==> config.mk <==
export PLATFORM = sky130hd
export DESIGN_NAME = isa_host_bus_interface
export DESIGN_NICKNAME = d
export VERILOG_FILES = /design/src/hw/isa_host_pkg.sv /design/src/hw/isa_host_bus_interface.sv
export VERILOG_INCLUDE_DIRS = /design/src /design/src/hw
export SDC_FILE = /design/constraint.sdc
export NUM_CORES = 1
export LEC_CHECK = 0
export BUFFER_PORTS_ARGS = -buffer_cell sky130_fd_sc_hd__buf_2
export CAP_MARGIN = 20
export CORE_ASPECT_RATIO = 1.25
export CORE_MARGIN = 2
export CORE_UTILIZATION = 45
export CTS_CLUSTER_DIAMETER = 60
export DETAILED_ROUTE_END_ITERATION = 12
export GPL_TIMING_DRIVEN = 0
export PLACE_DENSITY_LB_ADDON = 0.08
export RECOVER_POWER = 25
export SYNTH_ARGS = -nofsm -noshare
export SYNTH_HDL_FRONTEND = slang
export SYNTH_SLANG_ARGS = --single-unit
==> constraint.sdc <==
create_clock -name I_REF_CLK -period 1.7 [get_ports I_REF_CLK]
set_clock_uncertainty 0.15 [all_clocks]
set_input_delay 0.255 -clock I_REF_CLK [delete_from_list [all_inputs] [get_ports I_REF_CLK]]
set_output_delay 0.255 -clock I_REF_CLK [all_outputs]
set_load 0.01 [all_outputs]
==> src/hw/isa_host_defs.svh <==
// Constants for the ISA host-bus front end.
`ifndef ISA_HOST_DEFS_SVH
`define ISA_HOST_DEFS_SVH
`define IO_SEQ_INDEX     16'h03C4
`define IO_GFX_INDEX     16'h03CE
`define IO_CRT_MONO      16'h03B4
`define IO_CRT_COLOR     16'h03D4
`define IO_STAT_MONO     16'h03BA
`define IO_STAT_COLOR    16'h03DA
`define MEM_A000_TOP7    7'h05
`define MEM_B000_PAGE    4'h0B
`define BIOS_TOP7        7'h06
`define MODE_TEXT_COLOR  2'h1
`define MODE_TEXT_MONO   2'h2
`define SOLE_ADAPTER_BIT 6
`define IRQ_CLEAR_BIT    4
`define IRQ_ENABLE_N_BIT 5
`define VRETRACE_END_IDX 8'h11
`define SEQ_MODE_IDX     8'h08
`endif

==> src/hw/isa_host_pkg.sv <==
// Types shared by the ISA host-bus front end.
package isa_host_pkg;
  typedef enum logic [1:0] {BUS_ISA, BUS_LOCAL_SX, BUS_LOCAL_DX, BUS_LOCAL_32} bus_type_t;
  typedef struct packed {
    logic [23:0] addr;
    logic [15:0] data;
    logic        io_wr_n;
    logic        mem_rd_n;
    logic        mem_wr_n;
    logic        refresh_n;
  } isa_pins_t;
  typedef struct packed {
    logic [1:0] s_iow;
    logic [1:0] s_memr;
    logic [1:0] s_memw;
    logic [1:0] s_ref;
    logic       iow_q;
    logic       memw_q;
    logic       memr_q;
    logic [7:0] seq_index;
    logic [7:0] crt_index;
    logic [7:0] seq_mode;
    logic [7:0] vretrace_end_ctrl_reg;
    logic [15:0] wr_latch_data;
    logic [23:0] wr_latch_addr;
    logic        wr_pending;
    logic        rd_ready;
    logic        irq_pending;
    bus_type_t   bus_type;
  } state_t;
endpackage

==> src/hw/isa_host_bus_interface.sv <==
// ISA host-bus front end: I/O writes, memory strobes, size decode and strap capture.
// Operation
// RULE_01: I/O write in range stores data at IOW rising edge.
// RULE_02: Sixteen-bit I/O write carries index on low lane, data on high.
// RULE_03: Three-state interrupt output controlled by vertical-retrace-end control register.
// RULE_04: MEMCS16 open-collector low when a 16-bit memory access is decoded.
// RULE_05: Memory decode by display mode range, only with sole-adapter enable high.
// RULE_06: Memory reads during refresh are ignored.
// RULE_07: Reset high floats all outputs and loads register reset values.
// RULE_08: Host holds SMEMR low for the whole read transfer.
// RULE_09: BIOS select low while SMEMR low and address in BIOS region.
// RULE_10: Memory write data latched at SMEMW rising edge, moved to memory later.
// RULE_11: Straps choose host-bus type when configuration strap is low.
// RULE_12: Ready low at read start, high when data ready, then floated.
// RULE_13: Sixteen-bit I/O claim only for the listed register pairs.
// RULE_14: Host strobes pass a two-flop synchroniser before their edges are used.
`include "isa_host_defs.svh"
`timescale 1ns/1ns
`default_nettype none
module isa_host_bus_interface
  import isa_host_pkg::*;
(
  input  wire logic                    I_REF_CLK,
  input  wire logic                    I_RESET_N,
  input  wire logic                    i_reset,
  input  wire isa_host_pkg::isa_pins_t i_pins,
  input  wire logic                    i_bus_type_strap0,
  input  wire logic                    i_bus_type_strap1,
  input  wire logic                    i_bus_config_strap_n,
  input  wire logic                    i_vretrace,
  input  wire logic                    i_mem_wr_done,
  input  wire logic                    i_mem_rd_valid,
  output logic [1:0]                   o_display_mode,
  output logic                         o_mem_wr_req,
  output logic [23:0]                  o_mem_wr_addr,
  output logic [15:0]                  o_mem_wr_data,
  output logic                         o_mem_rd_req,
  output logic                         o_irq,
  output logic                         o_irq_oe,
  output logic                         o_bus_size16_n,
  output logic                         o_bus_size16_oe,
  output logic                         o_io16_claim_n,
  output logic                         o_io16_claim_oe,
  output logic                         o_bios_rom_select_n,
  output logic                         o_bios_rom_select_oe,
  output logic                         o_ready,
  output logic                         o_ready_oe,
  output isa_host_pkg::bus_type_t      o_bus_type
);
  import isa_host_pkg::*;

  state_t st;
  state_t next_st;
  logic   iow_rise;
  logic   memw_rise;
  logic   memr_act;
  logic   io_hit;
  logic   mem16_hit;
  logic   bios_hit;
  logic   sole_adapter_enable;
  logic   outputs_on;
  logic [15:0] io_addr;

  // The address and data buses are assumed stable around strobe edges, so only strobes are synchronised.
  assign iow_rise  = st.s_iow[1] & ~st.iow_q;            // [RULE_14]
  assign memw_rise = st.s_memw[1] & ~st.memw_q;          // [RULE_14]
  assign memr_act  = ~st.s_memr[1] & st.s_ref[1];        // [RULE_06]
  assign io_addr   = i_pins.addr[15:0];
  assign sole_adapter_enable = st.seq_mode[`SOLE_ADAPTER_BIT];
  assign o_display_mode = st.seq_mode[1:0];
  assign outputs_on = ~i_reset;                          // [RULE_07]

  always_comb begin
    io_hit = 1'b0;
    if ({io_addr[15:1], 1'b0} == `IO_SEQ_INDEX) begin      // [RULE_13]
      io_hit = 1'b1;
    end else if ({io_addr[15:1], 1'b0} == `IO_GFX_INDEX) begin
      io_hit = 1'b1;
    end else if ({io_addr[15:1], 1'b0} == `IO_CRT_MONO || {io_addr[15:1], 1'b0} == `IO_CRT_COLOR) begin
      io_hit = 1'b1;
    end else if (io_addr == `IO_STAT_MONO || io_addr == `IO_STAT_COLOR) begin
      io_hit = 1'b1;
    end
  end

  always_comb begin
    mem16_hit = 1'b0;
    if (!sole_adapter_enable) begin                       // [RULE_05]
      mem16_hit = 1'b0;
    end else if (o_display_mode == `MODE_TEXT_COLOR) begin
      // The upper lines are compared too, so an alias above the first megabyte is never claimed.
      mem16_hit = (i_pins.addr[23:16] == {4'h0, `MEM_B000_PAGE}) && i_pins.addr[15];
    end else if (o_display_mode == `MODE_TEXT_MONO) begin
      mem16_hit = (i_pins.addr[23:16] == {4'h0, `MEM_B000_PAGE}) && !i_pins.addr[15];
    end else begin
      mem16_hit = (i_pins.addr[23:17] == `MEM_A000_TOP7);
    end
  end
  assign bios_hit = (i_pins.addr[23:17] == `BIOS_TOP7);

  always_comb begin
    next_st = st;
    next_st.s_iow  = {st.s_iow[0], i_pins.io_wr_n};       // [RULE_14]
    next_st.s_memr = {st.s_memr[0], i_pins.mem_rd_n};
    next_st.s_memw = {st.s_memw[0], i_pins.mem_wr_n};
    next_st.s_ref  = {st.s_ref[0], i_pins.refresh_n};
    next_st.iow_q  = st.s_iow[1];
    next_st.memw_q = st.s_memw[1];
    next_st.memr_q = memr_act;
    if (iow_rise && io_hit) begin                        // [RULE_01]
      if (io_addr[0] == 1'b0) begin
        if ({io_addr[15:1], 1'b0} == `IO_SEQ_INDEX) begin
          next_st.seq_index = i_pins.data[7:0];          // [RULE_02]
          if (i_pins.data[7:0] == `SEQ_MODE_IDX) begin
            next_st.seq_mode = i_pins.data[15:8];
          end
        end else if ({io_addr[15:1], 1'b0} == `IO_CRT_MONO || {io_addr[15:1], 1'b0} == `IO_CRT_COLOR) begin
          next_st.crt_index = i_pins.data[7:0];          // [RULE_02]
          if (i_pins.data[7:0] == `VRETRACE_END_IDX) begin
            next_st.vretrace_end_ctrl_reg = i_pins.data[15:8];
          end
        end
      end else if ({io_addr[15:1], 1'b0} == `IO_SEQ_INDEX && st.seq_index == `SEQ_MODE_IDX) begin
        next_st.seq_mode = i_pins.data[7:0];
      end else if (({io_addr[15:1], 1'b0} == `IO_CRT_MONO || {io_addr[15:1], 1'b0} == `IO_CRT_COLOR)
                   && st.crt_index == `VRETRACE_END_IDX) begin
        next_st.vretrace_end_ctrl_reg = i_pins.data[7:0];
      end
    end
    // Clearing the control bit holds the request low; a new retrace only sets it again once released.
    if (!st.vretrace_end_ctrl_reg[`IRQ_CLEAR_BIT]) begin  // [RULE_03]
      next_st.irq_pending = 1'b0;
    end else if (i_vretrace) begin
      next_st.irq_pending = 1'b1;
    end
    if (st.wr_pending && i_mem_wr_done) begin
      next_st.wr_pending = 1'b0;
    end
    if (memw_rise && mem16_hit) begin                    // [RULE_10]
      next_st.wr_latch_data = i_pins.data;
      next_st.wr_latch_addr = i_pins.addr;
      next_st.wr_pending    = 1'b1;
    end
    if (!memr_act) begin
      next_st.rd_ready = 1'b0;
    end else if (i_mem_rd_valid) begin                    // [RULE_12]
      next_st.rd_ready = 1'b1;
    end
    // Straps are re-sampled every cycle and are expected to stay static.
    if (!i_bus_config_strap_n) begin                      // [RULE_11]
      case ({i_bus_type_strap1, i_bus_type_strap0})
        2'b01:   next_st.bus_type = BUS_LOCAL_SX;
        2'b10:   next_st.bus_type = BUS_LOCAL_DX;
        2'b11:   next_st.bus_type = BUS_LOCAL_32;
        default: next_st.bus_type = BUS_ISA;
      endcase
    end else begin
      next_st.bus_type = BUS_ISA;
    end
  end

  always_ff @(posedge I_REF_CLK) begin
    if (!I_RESET_N || i_reset) begin                      // [RULE_07]
      st <= '0;
      st.s_iow <= 2'b11;
      st.s_memr <= 2'b11;
      st.s_memw <= 2'b11;
      st.s_ref <= 2'b11;
      st.iow_q <= 1'b1;
      st.memw_q <= 1'b1;
      st.bus_type <= BUS_ISA;
    end else begin
      st <= next_st;
    end
  end

  assign o_bus_type    = st.bus_type;
  assign o_mem_wr_req  = st.wr_pending;
  assign o_mem_wr_addr = st.wr_latch_addr;
  assign o_mem_wr_data = st.wr_latch_data;
  assign o_mem_rd_req  = memr_act && mem16_hit && !st.rd_ready;
  assign o_irq         = st.irq_pending;
  assign o_irq_oe      = outputs_on && !st.vretrace_end_ctrl_reg[`IRQ_ENABLE_N_BIT]; // [RULE_03]
  assign o_bus_size16_n  = 1'b0;
  assign o_bus_size16_oe = outputs_on && mem16_hit;       // [RULE_04]
  assign o_io16_claim_n  = 1'b0;
  assign o_io16_claim_oe = outputs_on && io_hit;          // [RULE_13]
  assign o_bios_rom_select_n  = ~(memr_act && bios_hit);  // [RULE_09]
  assign o_bios_rom_select_oe = outputs_on;
  assign o_ready    = st.rd_ready;                        // [RULE_12]
  assign o_ready_oe = outputs_on && memr_act && mem16_hit;

  property p_ready_low_start;
    @(posedge I_REF_CLK) disable iff (!I_RESET_N || i_reset)
      memr_act && !st.memr_q && mem16_hit |-> o_ready_oe && !o_ready;
  endproperty
  a_ready_low_start: assert property (p_ready_low_start) else $error("ready not low at read start"); // [RULE_12]

  property p_ready_float;
    @(posedge I_REF_CLK) disable iff (!I_RESET_N || i_reset)
      !memr_act |-> !o_ready_oe;
  endproperty
  a_ready_float: assert property (p_ready_float) else $error("ready driven outside read"); // [RULE_12]

  property p_refresh_ignore;
    @(posedge I_REF_CLK) disable iff (!I_RESET_N || i_reset)
      !st.s_ref[1] |-> o_bios_rom_select_n && !o_mem_rd_req;
  endproperty
  a_refresh_ignore: assert property (p_refresh_ignore) else $error("read honoured in refresh"); // [RULE_06]

  property p_bios_sel;
    @(posedge I_REF_CLK) disable iff (!I_RESET_N || i_reset)
      !st.s_memr[1] && st.s_ref[1] && bios_hit |-> !o_bios_rom_select_n;
  endproperty
  a_bios_sel: assert property (p_bios_sel) else $error("bios select missing"); // [RULE_09]

  property p_wr_latch;
    @(posedge I_REF_CLK) disable iff (!I_RESET_N || i_reset)
      memw_rise && mem16_hit |=> o_mem_wr_req && o_mem_wr_data == $past(i_pins.data);
  endproperty
  a_wr_latch: assert property (p_wr_latch) else $error("write latch not loaded"); // [RULE_10]

  property p_sole_adapter;
    @(posedge I_REF_CLK) disable iff (!I_RESET_N || i_reset)
      !sole_adapter_enable |-> !o_bus_size16_oe;
  endproperty
  a_sole_adapter: assert property (p_sole_adapter) else $error("size16 without sole adapter"); // [RULE_05]

  property p_io16;
    @(posedge I_REF_CLK) disable iff (!I_RESET_N || i_reset)
      o_io16_claim_oe |-> io_addr[15:8] == 8'h03;
  endproperty
  a_io16: assert property (p_io16) else $error("io16 claim out of range"); // [RULE_13]

  property p_sync_edge;
    @(posedge I_REF_CLK) disable iff (!I_RESET_N || i_reset)
      iow_rise |-> $past(i_pins.io_wr_n, 2) && !$past(i_pins.io_wr_n, 3);
  endproperty
  a_sync_edge: assert property (p_sync_edge) else $error("write edge not synchronised"); // [RULE_14]
endmodule
`default_nettype wire

==> results of run 1 <==
-- flip-flops by register name, summed over array words and instances (netlist names) --
name,cells
o_mem_wr_addr,24
st,22
o_mem_wr_data,16
next_st,6
o_bus_type,2
o_display_mode,2
o_irq,1
o_mem_wr_req,1
o_ready,1
sole_adapter_enable,1
-- timing repair --
action                                 CTS  global route
gates resized for setup                 27            24
endpoints found under the hold margin   13             0
setup endpoints to repair               67            65
setup buffers                           10             3
hold buffers                            13             0
pin swaps                               10            13
cloned                                   2             0
-- cell families (layout without fill, tap and decap cells) --
logic type,after synthesis,in the layout
AOI/OAI and AO/OA,45,45
DFF,76,76
and+or+nand+nor,161,161
other,1,2
buffers and inverters,65,215
muxes,24,24
xor gates and xnor gates,1,1
-- synthesized netlist by cell type (all sizes together) (2+ instances only) --
master	count
nor3	9
mux2i	21
clkbuf	8
dfxtp	76
inv	3
nor3b	3
nand4	4
nor4	6
nand2	69
o21ai	3
or4	2
buf	54
nand2b	14
nor4b	3
nor2	32
a31oi	2
nor2b	3
a21oi	36
nand3	3
and3	8
mux2	3
-- how the worst max path moves through the flow --
stage                      start           endpoint  slack (ps)  depth (start not counted)
2_1_floorplan  o_display_mode[0]  o_mem_wr_addr[14]         -20                          7
3_3_place_gp          i_pins[40]  o_mem_wr_addr[10]        -390                          7
3_5_place_dp          i_pins[40]  o_mem_wr_addr[16]        -410                          7
4_1_cts        o_display_mode[0]       o_mem_rd_req        -340                          5
5_1_grt        o_display_mode[0]         o_ready_oe        -400                          5
6_report       o_display_mode[0]         o_ready_oe        -320                          5
-- worst register-to-register path, cell delays in order (launching register included) --
cell                        delay (ps)
sky130_fd_sc_hd__dfxtp_2           350
sky130_fd_sc_hd__nand2b_4          130
sky130_fd_sc_hd__o2111ai_4         110
sky130_fd_sc_hd__buf_4             170
sky130_fd_sc_hd__or4_4             500
sky130_fd_sc_hd__buf_8             170
sky130_fd_sc_hd__buf_6             130
sky130_fd_sc_hd__nand2_1            60
sky130_fd_sc_hd__a21oi_1            50
-- per-layer routing --
layer  vias up  global-route usage  routed length [um]
met2        78               0.378                4410
met1      1376               0.253                3430
li1       1496                   -                   -
met5         -                   0                   0
met3        13              0.0354                 382
met4         0              0.0991                 152
-- power breakdown --
group | total, mW | leakage, nW | internal, mW | switching, mW
logic | 0.247 | 1.27 | 0.116 | 0.132
registers | 1.79 | 0.614 | 1.79 | 0.00230
clock network | 1.85 | 0.129 | 1.16 | 0.682
-- layout by cell type (no fill, tap or decap), types with 2 or more instances in the layout --
cell / Yosys / routed
sky130_fd_sc_hd__nor2_1: 32 / 32
sky130_fd_sc_hd__dlygate4sd3_1: 0 / 13
sky130_fd_sc_hd__bufinv_16: 0 / 4
sky130_fd_sc_hd__nor4b_4: 0 / 2
sky130_fd_sc_hd__mux2i_1: 21 / 20
sky130_fd_sc_hd__clkinvlp_4: 0 / 2
sky130_fd_sc_hd__dfxtp_1: 76 / 71
sky130_fd_sc_hd__nor3_1: 8 / 4
sky130_fd_sc_hd__dfxtp_2: 0 / 5
sky130_fd_sc_hd__nand3_2: 0 / 2
sky130_fd_sc_hd__nor2b_1: 3 / 2
sky130_fd_sc_hd__nand2b_1: 14 / 12
sky130_fd_sc_hd__buf_2: 5 / 95
sky130_fd_sc_hd__and3_1: 8 / 8
sky130_fd_sc_hd__inv_1: 3 / 2
sky130_fd_sc_hd__nor3b_1: 3 / 3
sky130_fd_sc_hd__nor4_4: 1 / 4
sky130_fd_sc_hd__a21oi_1: 36 / 36
sky130_fd_sc_hd__nand2b_4: 0 / 2
sky130_fd_sc_hd__clkbuf_1: 8 / 15
sky130_fd_sc_hd__buf_6: 2 / 15
sky130_fd_sc_hd__conb_1: 1 / 2
sky130_fd_sc_hd__a31oi_1: 2 / 2
sky130_fd_sc_hd__nand4_1: 4 / 4
sky130_fd_sc_hd__nor3_2: 0 / 3
sky130_fd_sc_hd__buf_4: 47 / 55
sky130_fd_sc_hd__mux2_2: 3 / 3
sky130_fd_sc_hd__clkbuf_8: 0 / 10
sky130_fd_sc_hd__o21ai_0: 3 / 3
sky130_fd_sc_hd__nand2_1: 69 / 69
sky130_fd_sc_hd__nor3_4: 1 / 2
-- area by class of cell --
class / instances / area (um2)
well taps: 90 / 113
inverters: 3 / 13.8
clock buffers: 10 / 138
fillers: 628 / 2280
plain buffers: 62 / 464
repair buffers: 134 / 842
flip-flops and latches: 76 / 1530
clock inverters: 6 / 135
multi-input cells: 233 / 1500
==> metrics.log, run 1 <==
INFO  metric clk_latency = 350 ps
INFO  metric fin_hold_ws = -2.08 ps
INFO  metric critical_path.max_fanout = 3
INFO  metric synth_top_family_by_area = simple AND/OR/NAND/NOR gates
INFO  metric yosysTopAreaCell = sky130_fd_sc_hd__dfxtp_1
INFO  metric synth.top_cells.by_area = sky130_fd_sc_hd__dfxtp_1, sky130_fd_sc_hd__buf_4, sky130_fd_sc_hd__nand2_1, sky130_fd_sc_hd__mux2i_1, sky130_fd_sc_hd__a21oi_1
INFO  metric holdCritPathClass = in2reg
INFO  metric grt_overflow = 0
INFO  metric grt_start_max_net_pins = 14
INFO  metric max_cap_viols = 0
INFO  metric reg2reg_slack = -250 ps
INFO  metric post_route_cells_drive_above_1_share = 0.420
INFO  metric synth-edff-count = 0
INFO  metric antenna_left = 0
INFO  metric netlist-cell-type-count = 38
INFO  metric synth.ff_latch_count = 76
INFO  metric dp_worst_setup_slack = -415 ps
INFO  metric drt_wl_total = 8370 um
INFO  metric critical_path.startpoint_type = flop
INFO  metric grt.total_usage = 0.215
INFO  metric synth_top_cell_area_share = 0.462
INFO  metric count_of_pins_on_the_block_boundary = 109
INFO  metric power = 3.88 mW
INFO  metric final_design_area_no_fill = 4740 um2
INFO  metric syn_avg_cell_area = 8.82 um2
INFO  metric rr_startpoint = o_display_mode[0]
INFO  metric via_count_of_the_first_global_routing_pass = 2859
INFO  metric critical_path.max_stage_delay = 380 ps
INFO  metric timing.hold.worst_path_depth = 3
INFO  metric fmaxAchievable = 494 MHz
INFO  metric min_delay_worst_endpoint = o_mem_wr_addr[11]
INFO  metric num_rows = 34
INFO  metric route.detailed.wl_per_inst = 13.6 um
INFO  metric tritonroute_pass_1_iters = 4
INFO  metric grt_setup_unrepaired = yes
INFO  metric synth_flop_cell = sky130_fd_sc_hd__dfxtp_1
INFO  metric final-instance-count-excl-fill = 614
INFO  metric status = complete, but fails checks
INFO  metric fin_util = 0.675
INFO  metric first_pass_grt_wire_length = 13300 um
INFO  metric route.detailed.vias_per_inst = 4.83
INFO  metric clock_sinks = 76
INFO  metric share_of_the_clock_period_used_by_the_worst_path_after_layout = 1.19
INFO  metric critical_path.endpoint_type = output port
INFO  metric final_total_negative_setup_slack = -9200 ps
INFO  metric synth.mux.area_fraction = 0.0741
INFO  metric finalNetCount = 572
INFO  metric async_reset_ff_frac = 0
INFO  metric fraction_of_the_mapped_netlist_area_in_compound_gates = 0.0791
INFO  metric violations = hold timing, setup timing
INFO  metric final_critical_path_setup_slack = -323 ps
INFO  metric setup_viol = 54
INFO  metric static-leakage-power = 2.01 nW
INFO  metric worst_slew_pin_tran = 506 ps
INFO  metric r2r.worst_path.cells = 8
INFO  metric yosys_warnings = 0
INFO  metric rr_endpoint = o_mem_wr_data[0]
INFO  metric detail_route.iter0.violations = 128
INFO  metric holdCritStartpoint = i_pins[31]
INFO  metric fp.dieArea = 8020 um2
INFO  metric synth_fa_ha_area_frac = 0
INFO  metric cpMaxStageDelayCell = sky130_fd_sc_hd__or3_4
INFO  metric crit_path_cell_trace = nand2b_4, o2111ai_4, or3_4, nor3_4, buf_2
INFO  metric timing.critical_path.arrival = 1620 ps
INFO  metric die_w = 80.5 um
INFO  metric final.min_clock_period = 2020 ps
INFO  metric cts_htree_levels = 3
INFO  metric synth_xor_xnor_area_share = 0.00266
INFO  metric post_synthesis_cell_count = 373
INFO  metric crit_family = simple AND/OR/NAND/NOR gates
INFO  metric power.ir.vdd_worst = 532 uV
INFO  metric placed_instance_count = 570
INFO  metric antenna_cells = 0
INFO  metric portBuffers = 106
INFO  metric gp_routability_congestion = 0.769
INFO  metric placed_area = 4010 um2
INFO  metric cts_tree = yes
INFO  metric cts_made_buffers = 9
INFO  metric critPathKind = reg2out
INFO  metric synth_simple_gate_area_share = 0.246
INFO  metric flow.area_growth_from_synthesis = 44.0%
INFO  metric finalHoldViolations = 1
INFO  metric syn_area = 3290 um2
INFO  metric clk_path_buf_depth = 2
INFO  metric floorplan.die.height = 99.6 um
INFO  metric power_density = 819 nW/um2
INFO  metric cp.buffers_inverters = 1
INFO  metric clk_root_buffer_cell = sky130_fd_sc_hd__clkbuf_8
INFO  metric antenna_found_initial = 0
INFO  metric detailed_place_hpwl = 5800 um
INFO  metric initial_core_util = 0.469
INFO  metric critPathRequiredTime = 1290 ps
INFO  metric slew-limit-headroom = 0.663
INFO  metric path_clk_slew = 80 ps
INFO  metric placeableCoreArea = 7020 um2
INFO  metric dr_total_vias = 2963
INFO  metric report.final.slew_viol_count = 0
INFO  metric route.detailed.drc = 0
INFO  metric synth.yosys.seq_area_share = 0.462
Power figures use the tool's default switching activity.
==> run 2: changes to the inputs <==
BUFFER_PORTS_ARGS = -buffer_cell sky130_fd_sc_hd__clkbuf_2   (was -buffer_cell sky130_fd_sc_hd__buf_2)
==> metrics.log, run 2 (synthesis gave the netlist of run 1 again) <==
INFO  metric grt_start_max_net_pins = 13
INFO  metric antenna_left = 0
INFO  metric post_route_cells_drive_above_1_share = 0.416
INFO  metric floorplan.die.height = 99.6 um
INFO  metric max_cap_viols = 0
INFO  metric largest_reg_flops = 24
INFO  metric dp_worst_setup_slack = -421 ps
INFO  metric p_int = 2.59 mW
INFO  metric first_pass_grt_wire_length = 13300 um
INFO  metric count_of_pins_on_the_block_boundary = 109
INFO  metric critPathRequiredTime = 1290 ps
INFO  metric violations = setup timing
INFO  metric layout_common_cells = sky130_fd_sc_hd__clkbuf_2, sky130_fd_sc_hd__dfxtp_1, sky130_fd_sc_hd__nand2_1
INFO  metric cts_made_buffers = 9
INFO  metric initial_core_util = 0.469
INFO  metric most_common_library_cell_in_the_layout_ignoring_fill_and_taps = sky130_fd_sc_hd__clkbuf_2
INFO  metric reg2reg_slack = -230 ps
INFO  metric critPathKind = reg2out
INFO  metric static-leakage-power = 1.90 nW
INFO  metric clk_path_buf_depth = 2
INFO  metric flow.area_growth_from_synthesis = 38.6%
INFO  metric fin_util = 0.650
INFO  metric cts_tree = yes
INFO  metric final.min_clock_period = 2020 ps
INFO  metric critical_path.startpoint_type = flop
INFO  metric sequential_cell_area_in_the_final_layout = 1530 um2
INFO  metric critical_path.endpoint_type = output port
INFO  metric power_switching = 0.770 mW
INFO  metric holdCritPathClass = in2reg
INFO  metric grt.total_usage = 0.215
INFO  metric fp.dieArea = 8020 um2
INFO  metric detailed_place_hpwl = 5840 um
INFO  metric tritonroute_pass_1_iters = 4
INFO  metric drt_wl_total = 8050 um
INFO  metric clk_root_buffer_cell = sky130_fd_sc_hd__clkbuf_8
INFO  metric power_density = 738 nW/um2
INFO  metric detail_route.iter0.violations = 82
INFO  metric finalHoldViolations = 0
INFO  metric fillers = 629
INFO  metric grt_setup_unrepaired = yes
INFO  metric report.final.slew_viol_count = 0
INFO  metric route.detailed.wl_per_inst = 13.2 um
INFO  metric dr_total_vias = 2892
INFO  metric power.share.sequential = 0.531
INFO  metric slew-limit-headroom = 0.620
INFO  metric power_switching_share = 0.229
INFO  metric comb_power_share = 0.071
INFO  metric final_critical_path_setup_slack = -316 ps
INFO  metric via_count_of_the_first_global_routing_pass = 2867
INFO  metric cts_htree_levels = 3
INFO  metric setup_viol = 54
INFO  metric route.detailed.vias_per_inst = 4.73
INFO  metric route.detailed.drc = 0
INFO  metric share_of_the_clock_period_used_by_the_worst_path_after_layout = 1.19
INFO  metric critical_path.max_fanout = 3
INFO  metric power_frac_clock = 0.398
INFO  metric worst_slew_pin_tran = 571 ps
INFO  metric clk_latency = 350 ps
INFO  metric gp_routability_congestion = 0.770
INFO  metric path_clk_slew = 80 ps
INFO  metric die_w = 80.5 um
INFO  metric placeableCoreArea = 7020 um2
INFO  metric power.ir.vdd_worst = 616 uV
INFO  metric timing.critical_path.arrival = 1610 ps
INFO  metric antenna_found_initial = 0
INFO  metric power = 3.36 mW
INFO  metric antenna_cells = 0
INFO  metric portBuffers = 106
INFO  metric num_rows = 34
INFO  metric status = complete, but fails checks
INFO  metric clock_sinks = 76
INFO  metric multi_input_comb_area = 1470 um2
INFO  metric finalNetCount = 571
INFO  metric grt_overflow = 0
INFO  metric fmaxAchievable = 496 MHz
run 2: layer usage:
metal | track usage | vias to the layer above | part of all wire
li1 | - | 1490 | -
met1 | 0.258 | 1323 | 0.42
met2 | 0.367 | 67 | 0.52
met3 | 0.0390 | 12 | 0.043
met4 | 0.103 | 0 | 0.019
met5 | 0 | - | 0
run 2: through the flow:
stage | area (um2) | setup TNS, ps | std cells | hold WS [ps]
finish | 4560 | -8060 | 612 | 5.95
global route | 4560 | -12160 | 612 | 9.54
CTS | 4500 | -10280 | 610 | 1.04
detailed placement | 4010 | -21010 | 570 | 242
global placement | 4010 | -19630 | 570 | 241
floorplan | 3370 | -200 | 374 | 181
run 2: cell type report:
cell class,instances,area share
buffer,62,0.0993
timing repair buffer,133,0.174
tap,90,0.0247
clock buffer,10,0.0302
sequential,76,0.335
multi-input combinational,233,0.322
inverter,3,0.00302
clock inverter,5,0.0115
run 2: power groups by stage:
stage	Sequential [mW]	Combinational (mW)	Clock (mW)
4_1_cts	1.79	0.232	1.37
3_3_place_gp	1.83	0.202	0
6_report	1.79	0.237	1.34
5_1_grt	1.79	0.259	1.44
3_5_place_dp	1.83	0.204	0
2_1_floorplan	1.83	0.0791	0
run 2: critical path, cell delays in order, from the launching register on:
cell and delay, ps:
sky130_fd_sc_hd__dfxtp_2 350, sky130_fd_sc_hd__nand2b_4 130, sky130_fd_sc_hd__o2111ai_4 110, sky130_fd_sc_hd__or3_4 370
sky130_fd_sc_hd__nor3_2 160, sky130_fd_sc_hd__buf_2 150
run 2: worst paths after layout:
check,start,depth (start not counted),endpoint
setup / recovery,o_display_mode[0],5,o_ready_oe
hold / removal,i_vretrace,3,o_irq
setup reg to reg,o_display_mode[0],7,o_mem_wr_addr[23]
hold reg to reg,next_st[85],1,st[85]
run 2: timing repair:
item                                    in CTS  in global routing
setup buffers                               10                  2
hold buffers                                13                  0
gates resized for setup                     21                 18
endpoints found under the setup margin      65                 67
gates cloned                                 2                  0
pin swaps                                   10                  8
endpoints found under the hold margin       12                  0
